**config.mk**
```make
export PLATFORM = sky130hd
export DESIGN_NAME = hssc_top
export DESIGN_NICKNAME = d
export VERILOG_FILES = /design/src/inc/hssc_pkg.sv /design/src/design/hssc_top.sv
export SDC_FILE = /design/constraint.sdc
export NUM_CORES = 1
export LEC_CHECK = 0
export BUFFER_PORTS_ARGS = -buffer_cell sky130_fd_sc_hd__buf_2
export CAP_MARGIN = 10
export CORE_ASPECT_RATIO = 1.2
export CORE_MARGIN = 5
export CORE_UTILIZATION = 40
export CTS_CLUSTER_DIAMETER = 80
export DETAILED_ROUTE_END_ITERATION = 8
export GPL_TIMING_DRIVEN = 0
export HOLD_SLACK_MARGIN = 0.08
export PLACE_DENSITY_LB_ADDON = 0.25
export SLEW_MARGIN = 30
export SYNTH_ARGS = -nofsm -noshare
export SYNTH_HDL_FRONTEND = slang
export SYNTH_SLANG_ARGS = --single-unit
```
**constraint.sdc**
```tcl
create_clock -name clk_i -period 2.22 [get_ports clk_i]
set_input_delay 0.444 -clock clk_i [delete_from_list [all_inputs] [get_ports clk_i]]
set_output_delay 0.444 -clock clk_i [all_outputs]
set_load 0.01 [all_outputs]
```
**src/inc/hssc_pkg.sv**
```systemverilog
// Purpose: shared constants for the high-side switch control block
// Assumes: 32-bit classic wishbone, one aligned word per register
// Notes: byte address of a register is four times its index
package hssc_pkg;
    // register indices
    localparam logic [5:0] IDX_SYSTEM_CONTROL = 6'h00;
    localparam logic [5:0] IDX_HS_OUTPUT_CONTROL = 6'h02;
    localparam logic [5:0] IDX_HS_FAULT_STATUS = 6'h04;
    localparam logic [5:0] IDX_IRQ_FLAG = 6'h05;
    localparam logic [5:0] IDX_IRQ_MASK = 6'h06;
    // system_control fields
    localparam int PSE_BIT = 7;
    localparam int LS_OT_DIS_BIT = 4;
    localparam int HS_OT_DIS_BIT = 3;
    localparam int VSD_BIT = 2;
    // high_side_output_control fields
    localparam int FORCE_LSB = 0;
    localparam int PWM_LSB = 3;
    localparam int AUX_ON_BIT = 6;
    // high_side_fault_status fields
    localparam int HS_OCF_LSB = 0;
    localparam int AUX_OCF_BIT = 3;
    // irq flag and mask fields
    localparam int LV_BIT = 0;
    localparam int HV_BIT = 1;
    localparam int OT_BIT = 2;
    // reset value, channel limit and synchroniser depth
    localparam logic [7:0] REG_RESET = 8'h00;
    localparam int MAX_HS = 3;
    localparam int SYNC_STAGES = 2;
endpackage

```
**src/design/hssc_top.sv**
```systemverilog
// Purpose: high-side lamp driver and aux 5 V output control with fault flags
// Assumes: fault and pwm inputs arrive asynchronously from the analogue side
// Notes: registers reached over classic wishbone, one-cycle-late ack
// Operation
// - every high-side output stays off unless power_stage_enable is set.
// - no pwm select: off without force_on; force_on holds on, overcurrent flags and trips off.
// - pwm select without force_on: channel follows the pwm input level.
// - pwm mode overcurrent turns channel off, sets flag, next pwm rise turns on.
// - pwm select plus force_on: channel on with inrush current limitation active.
// - limitation mode overcurrent sets the overcurrent flag and turns the channel off until the next pwm rise.
// - during limitation each pwm rise re-enables the driver, duty has no effect.
// - voltage fault flags disable high-sides unless voltage_shutdown_disable is set.
// - write 1 clears voltage flags and re-enables, no effect while fault persists.
// - over-temperature warning sets overtemp_flag and interrupts when enabled.
// - enabled over-temperature shutdown turns off high-sides and half-bridge high FETs.
// - write 1 clears overtemp_flag, no effect while condition persists; reset clears.
// - with shutdown disabled, hard threshold turns off every power stage.
// - aux 5 V on only with power_stage_enable and aux_supply_on; voltage flags ignored.
// - aux overcurrent limits current and sets aux_supply_overcurrent_flag.
// - write 1 clears a channel overcurrent flag and re-enables it; 0 does nothing.
// - write 1 clears aux overcurrent flag and re-enables aux; 0 does nothing.
// - reset clears force_on, pwm_select and aux_supply_on bits.
// - hs over-temperature shutdown bit 1 disables auto shutdown, 0 enables; reset clears.
// - voltage_shutdown_disable 1 disables voltage shutdown, 0 enables; reset clears.
//
// Register access over Wishbone was chosen for this implementation.
`timescale 1ns/1ps
`default_nettype none
module hssc_top #(
    parameter int N_HS = 3,
    parameter int ADDR_W = 8
) (
    input wire logic clk_i,
    input wire logic rst_i,
    input wire logic wb_cyc_i,
    input wire logic wb_stb_i,
    input wire logic wb_we_i,
    input wire logic [ADDR_W-1:0] wb_adr_i,
    input wire logic [3:0] wb_sel_i,
    input wire logic [31:0] wb_dat_i,
    output logic [31:0] wb_dat_o,
    output logic wb_ack_o,
    input wire logic pwm_i,
    input wire logic [N_HS-1:0] hs_oc_i,
    input wire logic aux_oc_i,
    input wire logic low_volt_i,
    input wire logic high_volt_i,
    input wire logic overtemp_warning_i,
    input wire logic overtemp_hard_threshold_i,
    output logic [N_HS-1:0] hs_on_o,
    output logic [N_HS-1:0] hs_limit_o,
    output logic aux_5v_output_o,
    output logic aux_limit_o,
    output logic hb_high_off_o,
    output logic hb_low_off_o,
    output logic all_stages_off_o,
    output logic overtemp_irq_o
);
    localparam int NIN = N_HS + 6;

    if (N_HS < 1 || N_HS > hssc_pkg::MAX_HS || ADDR_W < 8)
    begin : g_bad_param
        $error("hssc_top: N_HS must be 1..3 and ADDR_W at least 8");
    end

    // input synchronisers
    logic [NIN-1:0] async_in;
    logic [NIN-1:0] sync1_ff;
    logic [NIN-1:0] sync2_ff;
    logic pwm_d_ff;
    logic pwm_s;
    logic pwm_rise;
    logic [N_HS-1:0] oc_s;
    logic aux_oc_s;
    logic lv_s;
    logic hv_s;
    logic otw_s;
    logic oth_s;

    assign async_in = {pwm_i, aux_oc_i, low_volt_i, high_volt_i,
                       overtemp_warning_i, overtemp_hard_threshold_i, hs_oc_i};

    always_ff @(posedge clk_i)
    begin
        if (rst_i)
        begin
            sync1_ff <= '0;
            sync2_ff <= '0;
        end
        else
        begin
            sync1_ff <= async_in;
            sync2_ff <= sync1_ff;
        end
    end

    assign oc_s = sync2_ff[N_HS-1:0];
    assign oth_s = sync2_ff[N_HS];
    assign otw_s = sync2_ff[N_HS+1];
    assign hv_s = sync2_ff[N_HS+2];
    assign lv_s = sync2_ff[N_HS+3];
    assign aux_oc_s = sync2_ff[N_HS+4];
    assign pwm_s = sync2_ff[N_HS+5];

    always_ff @(posedge clk_i)
    begin
        if (rst_i)
        begin
            pwm_d_ff <= 1'b0;
        end
        else
        begin
            pwm_d_ff <= pwm_s;
        end
    end

    assign pwm_rise = pwm_s & ~pwm_d_ff;

    // wishbone slave
    logic ack_ff;
    logic [31:0] rdat_ff;
    logic req;
    logic wr_fire;
    logic [5:0] idx;
    logic [7:0] wbyte;
    logic [7:0] rd_mux;

    assign req = wb_cyc_i & wb_stb_i;
    assign idx = wb_adr_i[7:2];
    assign wbyte = wb_dat_i[7:0];
    assign wr_fire = req & wb_we_i & ack_ff & wb_sel_i[0];

    always_ff @(posedge clk_i)
    begin
        if (rst_i)
        begin
            ack_ff <= 1'b0;
        end
        else
        begin
            ack_ff <= req & ~ack_ff;
        end
    end

    // control registers
    logic pse_ff;
    logic ls_ot_dis_ff;
    logic hs_ot_dis_ff;
    logic vsd_ff;
    logic [N_HS-1:0] force_ff;
    logic [N_HS-1:0] pwmsel_ff;
    logic aux_on_ff;
    logic ot_irq_en_ff;

    always_ff @(posedge clk_i)
    begin
        if (rst_i)
        begin
            pse_ff <= 1'b0;
            ls_ot_dis_ff <= 1'b0;
            hs_ot_dis_ff <= 1'b0;
            vsd_ff <= 1'b0;
        end
        else if (wr_fire && idx == hssc_pkg::IDX_SYSTEM_CONTROL)
        begin
            pse_ff <= wbyte[hssc_pkg::PSE_BIT];
            ls_ot_dis_ff <= wbyte[hssc_pkg::LS_OT_DIS_BIT];
            hs_ot_dis_ff <= wbyte[hssc_pkg::HS_OT_DIS_BIT];
            vsd_ff <= wbyte[hssc_pkg::VSD_BIT];
        end
    end

    always_ff @(posedge clk_i)
    begin
        if (rst_i)
        begin
            force_ff <= '0;
            pwmsel_ff <= '0;
            aux_on_ff <= 1'b0;
        end
        else if (wr_fire && idx == hssc_pkg::IDX_HS_OUTPUT_CONTROL)
        begin
            force_ff <= wbyte[hssc_pkg::FORCE_LSB +: N_HS];
            pwmsel_ff <= wbyte[hssc_pkg::PWM_LSB +: N_HS];
            aux_on_ff <= wbyte[hssc_pkg::AUX_ON_BIT];
        end
    end

    always_ff @(posedge clk_i)
    begin
        if (rst_i)
        begin
            ot_irq_en_ff <= 1'b0;
        end
        else if (wr_fire && idx == hssc_pkg::IDX_IRQ_MASK)
        begin
            ot_irq_en_ff <= wbyte[hssc_pkg::OT_BIT];
        end
    end

    // write-one-to-clear strobes
    logic fs_wr;
    logic fl_wr;
    logic [N_HS-1:0] oc_clr;
    logic aux_clr;
    logic lv_clr;
    logic hv_clr;
    logic ot_clr;

    assign fs_wr = wr_fire && idx == hssc_pkg::IDX_HS_FAULT_STATUS;
    assign fl_wr = wr_fire && idx == hssc_pkg::IDX_IRQ_FLAG;
    assign oc_clr = fs_wr ? wbyte[hssc_pkg::HS_OCF_LSB +: N_HS] : '0;
    assign aux_clr = fs_wr & wbyte[hssc_pkg::AUX_OCF_BIT];
    assign lv_clr = fl_wr & wbyte[hssc_pkg::LV_BIT];
    assign hv_clr = fl_wr & wbyte[hssc_pkg::HV_BIT];
    assign ot_clr = fl_wr & wbyte[hssc_pkg::OT_BIT];

    // supply and temperature flags; a set wins over a clear
    logic lv_flag_ff;
    logic hv_flag_ff;
    logic ot_flag_ff;
    logic aux_ocf_ff;

    always_ff @(posedge clk_i)
    begin
        if (rst_i)
        begin
            lv_flag_ff <= 1'b0;
            hv_flag_ff <= 1'b0;
            ot_flag_ff <= 1'b0;
            aux_ocf_ff <= 1'b0;
        end
        else
        begin
            lv_flag_ff <= lv_s | (lv_flag_ff & ~lv_clr);
            hv_flag_ff <= hv_s | (hv_flag_ff & ~hv_clr);
            ot_flag_ff <= otw_s | (ot_flag_ff & ~ot_clr);
            aux_ocf_ff <= (aux_oc_s & aux_5v_output_o) | (aux_ocf_ff & ~aux_clr);
        end
    end

    // global gating
    logic volt_shut;
    logic temp_shut;
    logic hard_shut;
    logic hs_allow;

    assign volt_shut = (lv_flag_ff | hv_flag_ff) & ~vsd_ff;
    assign temp_shut = ot_flag_ff & ~hs_ot_dis_ff;
    assign hard_shut = oth_s & hs_ot_dis_ff;
    assign hs_allow = pse_ff & ~volt_shut & ~temp_shut & ~hard_shut;

    // per-channel switch logic
    logic [N_HS-1:0] ocf_ff;
    logic [N_HS-1:0] trip_ff;
    logic [N_HS-1:0] nxt_on;

    for (genvar c = 0; c < N_HS; c++)
    begin : g_ch
        logic oc_evt;

        assign oc_evt = oc_s[c] & hs_on_o[c];

        always_ff @(posedge clk_i)
        begin
            if (rst_i)
            begin
                ocf_ff[c] <= 1'b0;
            end
            else
            begin
                ocf_ff[c] <= oc_evt | (ocf_ff[c] & ~oc_clr[c]);
            end
        end

        // pulse trip, cleared by the next pwm rise
        always_ff @(posedge clk_i)
        begin
            if (rst_i)
            begin
                trip_ff[c] <= 1'b0;
            end
            else if (!pwmsel_ff[c])
            begin
                trip_ff[c] <= 1'b0;
            end
            else if (pwm_rise)
            begin
                trip_ff[c] <= 1'b0;
            end
            else if (oc_evt)
            begin
                trip_ff[c] <= 1'b1;
            end
        end

        always_comb
        begin
            case ({pwmsel_ff[c], force_ff[c]})
                2'b00: nxt_on[c] = 1'b0;
                2'b01: nxt_on[c] = ~ocf_ff[c] & ~oc_evt;
                2'b10: nxt_on[c] = pwm_s & ~trip_ff[c] & ~oc_evt;
                2'b11: nxt_on[c] = ~trip_ff[c] & ~oc_evt;
                default: nxt_on[c] = 1'b0;
            endcase
        end
    end

    // output registers
    always_ff @(posedge clk_i)
    begin
        if (rst_i)
        begin
            hs_on_o <= '0;
            hs_limit_o <= '0;
            aux_5v_output_o <= 1'b0;
            aux_limit_o <= 1'b0;
            hb_high_off_o <= 1'b0;
            hb_low_off_o <= 1'b0;
            all_stages_off_o <= 1'b0;
            overtemp_irq_o <= 1'b0;
        end
        else
        begin
            hs_on_o <= nxt_on & {N_HS{hs_allow}};
            hs_limit_o <= pwmsel_ff & force_ff & {N_HS{hs_allow}};
            aux_5v_output_o <= pse_ff & aux_on_ff & ~hard_shut;
            aux_limit_o <= aux_oc_s & aux_5v_output_o;
            hb_high_off_o <= temp_shut | hard_shut;
            hb_low_off_o <= (ot_flag_ff & ~ls_ot_dis_ff) | hard_shut;
            all_stages_off_o <= hard_shut;
            overtemp_irq_o <= ot_flag_ff & ot_irq_en_ff;
        end
    end

    // read path
    always_comb
    begin
        rd_mux = 8'h00;
        case (idx)
            hssc_pkg::IDX_SYSTEM_CONTROL:
            begin
                rd_mux[hssc_pkg::PSE_BIT] = pse_ff;
                rd_mux[hssc_pkg::LS_OT_DIS_BIT] = ls_ot_dis_ff;
                rd_mux[hssc_pkg::HS_OT_DIS_BIT] = hs_ot_dis_ff;
                rd_mux[hssc_pkg::VSD_BIT] = vsd_ff;
            end
            hssc_pkg::IDX_HS_OUTPUT_CONTROL:
            begin
                rd_mux[hssc_pkg::FORCE_LSB +: N_HS] = force_ff;
                rd_mux[hssc_pkg::PWM_LSB +: N_HS] = pwmsel_ff;
                rd_mux[hssc_pkg::AUX_ON_BIT] = aux_on_ff;
            end
            hssc_pkg::IDX_HS_FAULT_STATUS:
            begin
                rd_mux[hssc_pkg::HS_OCF_LSB +: N_HS] = ocf_ff;
                rd_mux[hssc_pkg::AUX_OCF_BIT] = aux_ocf_ff;
            end
            hssc_pkg::IDX_IRQ_FLAG:
            begin
                rd_mux[hssc_pkg::LV_BIT] = lv_flag_ff;
                rd_mux[hssc_pkg::HV_BIT] = hv_flag_ff;
                rd_mux[hssc_pkg::OT_BIT] = ot_flag_ff;
            end
            hssc_pkg::IDX_IRQ_MASK:
            begin
                rd_mux[hssc_pkg::OT_BIT] = ot_irq_en_ff;
            end
            default:
            begin
                rd_mux = hssc_pkg::REG_RESET;
            end
        endcase
    end

    always_ff @(posedge clk_i)
    begin
        if (rst_i)
        begin
            rdat_ff <= '0;
        end
        else if (req && !ack_ff)
        begin
            rdat_ff <= {24'h000000, rd_mux};
        end
    end

    assign wb_ack_o = ack_ff;
    assign wb_dat_o = rdat_ff;
endmodule // hssc_top
`default_nettype wire

```
==> impl_metrics.yaml <==
floorplan:
  start_util_pct: 41.1
  fp.dieH_um: 96.1
  core-area_um2: 6010
  rows: 31
  fp.dieArea_um2: 7860
  die_w_um: 81.8
  io_pins: 103
power_and_ir_drop:
  p_sw_mw: 0.534
  pwr_density_cell_nw_per_um2: 743
  combPwrFrac_pct: 7.5
  vdd_drop_max_mv: 0.512
  swShare_pct: 23.2
  p_leak_nw: 1.37
  p_int_mw: 1.77
  p_seq_share_pct: 50.0
  power.clock.fraction_pct: 42.6
detailed_routing:
  avgViaCountPerCell: 4.73
  detail_route.first_pass.iterations: 4
  drc_errors: 0
  wl_mm: 5.78
  detail-route-antenna-nets: 0
  wl_per_cell_um: 13.3
  drt_iter0_markers: 192
  via_count: 2051
timing:
  slew-limit-headroom_pct: 62.8
  min_period_ns: 1.63
  finalSetupTns_ns: 0
  holdWs_ns: 0.318
  finalHoldViolCount: 0
  setup_violations: 0
  clock.fmax_mhz: 613
  slew_violations: 0
  fin_skew_ns: 0.00988
  worst_pin_slew_ns: 0.557
  rsz0062_at_grt: "no"
  post-route-period-util_pct: 73.5
cts:
  clock-root-buffer: "clkbuf_8"
  cts_buffers: 9
  path_clk_slew_ns: 0.07
  cts_resized: 0
  postCtsSetupRepairBufs: 0
  htree_num_levels: 3
  cts.sinks: 62
  cts_tree: "yes"
  ctsHoldBuffers: 0
  clock_latency_ns: 0.33
  cts.path.max_buffers: 2
cells_and_area:
  diodes: 0
  stdcell_count: 434
  final_nets: 405
  drive_above_1_share_pct: 28.7
  syn_to_final_growth_pct: 25.4
worst_hold_path:
  min_from: "high_volt_i"
  hold_class: "primary input to flip-flop"
  holdPathStages: 2
  hold_path_end: "sync1_ff[5]"
global_route:
  grt_pass1_vias: 1918
  grt_pass1_wl_mm: 9.36
  antenna_found_initial: 0
  grt_max_degree: 12
  grt_overflow_total: 0
  globalRouteTotalUtil_pct: 16.0
synth:
  synth_area_um2: 2470
  seq_area_frac_synth_pct: 50.2
  ys_types: 37
  synth_top_area_share_pct: 50.2
  synth_top_area_cell: "dfxtp_1"
  netlist_top_cells_area: "dfxtp_1 50%, buf_4 7.6%, nor2b_1 5.3%"
  synth_cells: 265
  synth_edf_count: 0
  synth_ff_type: "dfxtp_1"
  synthMostInstantiatedCell: "dfxtp_1"
  synth-seq-cells: 62
  synthArstFlopShare_pct: 0
  synth_top_cells_by_count: "62 x dfxtp_1, 25 x buf_4, 23 x a21oi_1, 21 x nor2b_1, 18 x nor2_1"
  yosysWarnings: 0
  avgSynthCellArea_um2: 9.32
critical_path:
  criticalPathCategory: "flip-flop to flip-flop"
  crit_chain: "and3_1 > nor2b_1 > clkbuf_1 > nand3_1 > a21oi_1"
  critical_path_required_ns: 2.47
  cp.arrival_ns: 1.88
  rr_endpoint: "pse_ff"
  end_kind: "flip-flop"
  crit_path_start_kind: "flip-flop"
  crit_fanout: 10
  cpPeakStageDelay_ns: 0.42
  reg2regPathDepth: 5
  reg2reg_slack_ns: 0.59
  reg2reg_from: "wb_ack_o"
  cp_slowest_cell: "clkbuf_1"
status:
  status: "complete, no violations"
placement:
  portBuffers: 48
  placed_cells: 418
  routabilityCongestion: 0.871
  hpwl_mm: 4.33
flow_run:
  cap_violations: 0
## per-layer routing
layer,wire length (um),track usage [%],share of wire (%),vias up
met1,2470,19.7,43,906
met3,400,4.12,6.9,18
met5,0,0,0,-
li1,-,-,-,1053
met2,2700,24.6,47,74
met4,211,10.1,3.7,0
## cells in the final DEF, fill, tap and decap left out, types with 9 or more instances in the layout
cell	n
nand3_1	17
nor3b_1	9
buf_4	25
nor2_1	18
clkbuf_8	10
conb_1	24
nor2b_1	21
o21ai_0	12
buf_2	50
a21oi_1	23
and3_1	12
dfxtp_1	62
nand2_1	9
## metrics by stage
stage	instance area [um2]	power, mW	util [%]	setup slack [ns]
final	3100	2.30	51.6	0.589
after floorplan	2560	1.28	-	0.577
after CTS	3100	2.32	51.6	0.611
after detailed placement	2900	1.35	48.2	0.336
after global routing	3100	2.40	51.6	0.394
after global placement	2900	1.34	48.2	0.355
## cells by family (layout without fill, tap and decap cells)
| logic type | count (synthesis) | after routing | share of synthesized area (%) |
|---|---|---|---|
| flip-flops | 62 | 62 | 50.2 |
| buffers and inverters | 42 | 106 | 10.3 |
| AND/OR/NAND/NOR | 101 | 101 | 23.9 |
| AO/OA/AOI/OAI | 54 | 54 | 13.2 |
| other | 1 | 24 | 0.152 |
| multiplexers | 5 | 5 | 2.18 |
## worst max-delay path, delay by kind of cell (launching register included)
kind	cells	cell delay, ns
simple gates	3	0.64
flops	1	0.35
buf+inv	1	0.42
compound gates	1	0.15
## worst max path at each step
stage                      from           end  slack (ns)  cells after the start
floorplan           wb_adr_i[7]  hs_ot_dis_ff        0.58                      4
global placement    wb_adr_i[7]   wb_dat_o[2]        0.36                      7
detailed placement  wb_adr_i[7]   wb_dat_o[2]        0.34                      7
CTS                    wb_ack_o        pse_ff        0.61                      5
global route           wb_ack_o     aux_on_ff        0.39                      5
finish                 wb_ack_o        pse_ff        0.59                      5
## power groups by stage
stage	clock [mW]	combinational, mW	sequential, mW
3_3_place_gp	0	0.169	1.17
6_report	0.979	0.172	1.15
3_5_place_dp	0	0.170	1.18
5_1_grt	1.06	0.191	1.15
4_1_cts	0.997	0.171	1.15
2_1_floorplan	0	0.109	1.18
## cell type report
class / count / area, um2
fill: 565 / 2910
sequential: 62 / 1240
multi-input combinational: 184 / 1060
timing repair buffer: 48 / 240
buffer: 35 / 228
clock buffer: 11 / 141
tap: 82 / 103
clock inverter: 5 / 57.6
inverter: 7 / 26.3
Note: power is estimated with default switching activity, not from simulation.
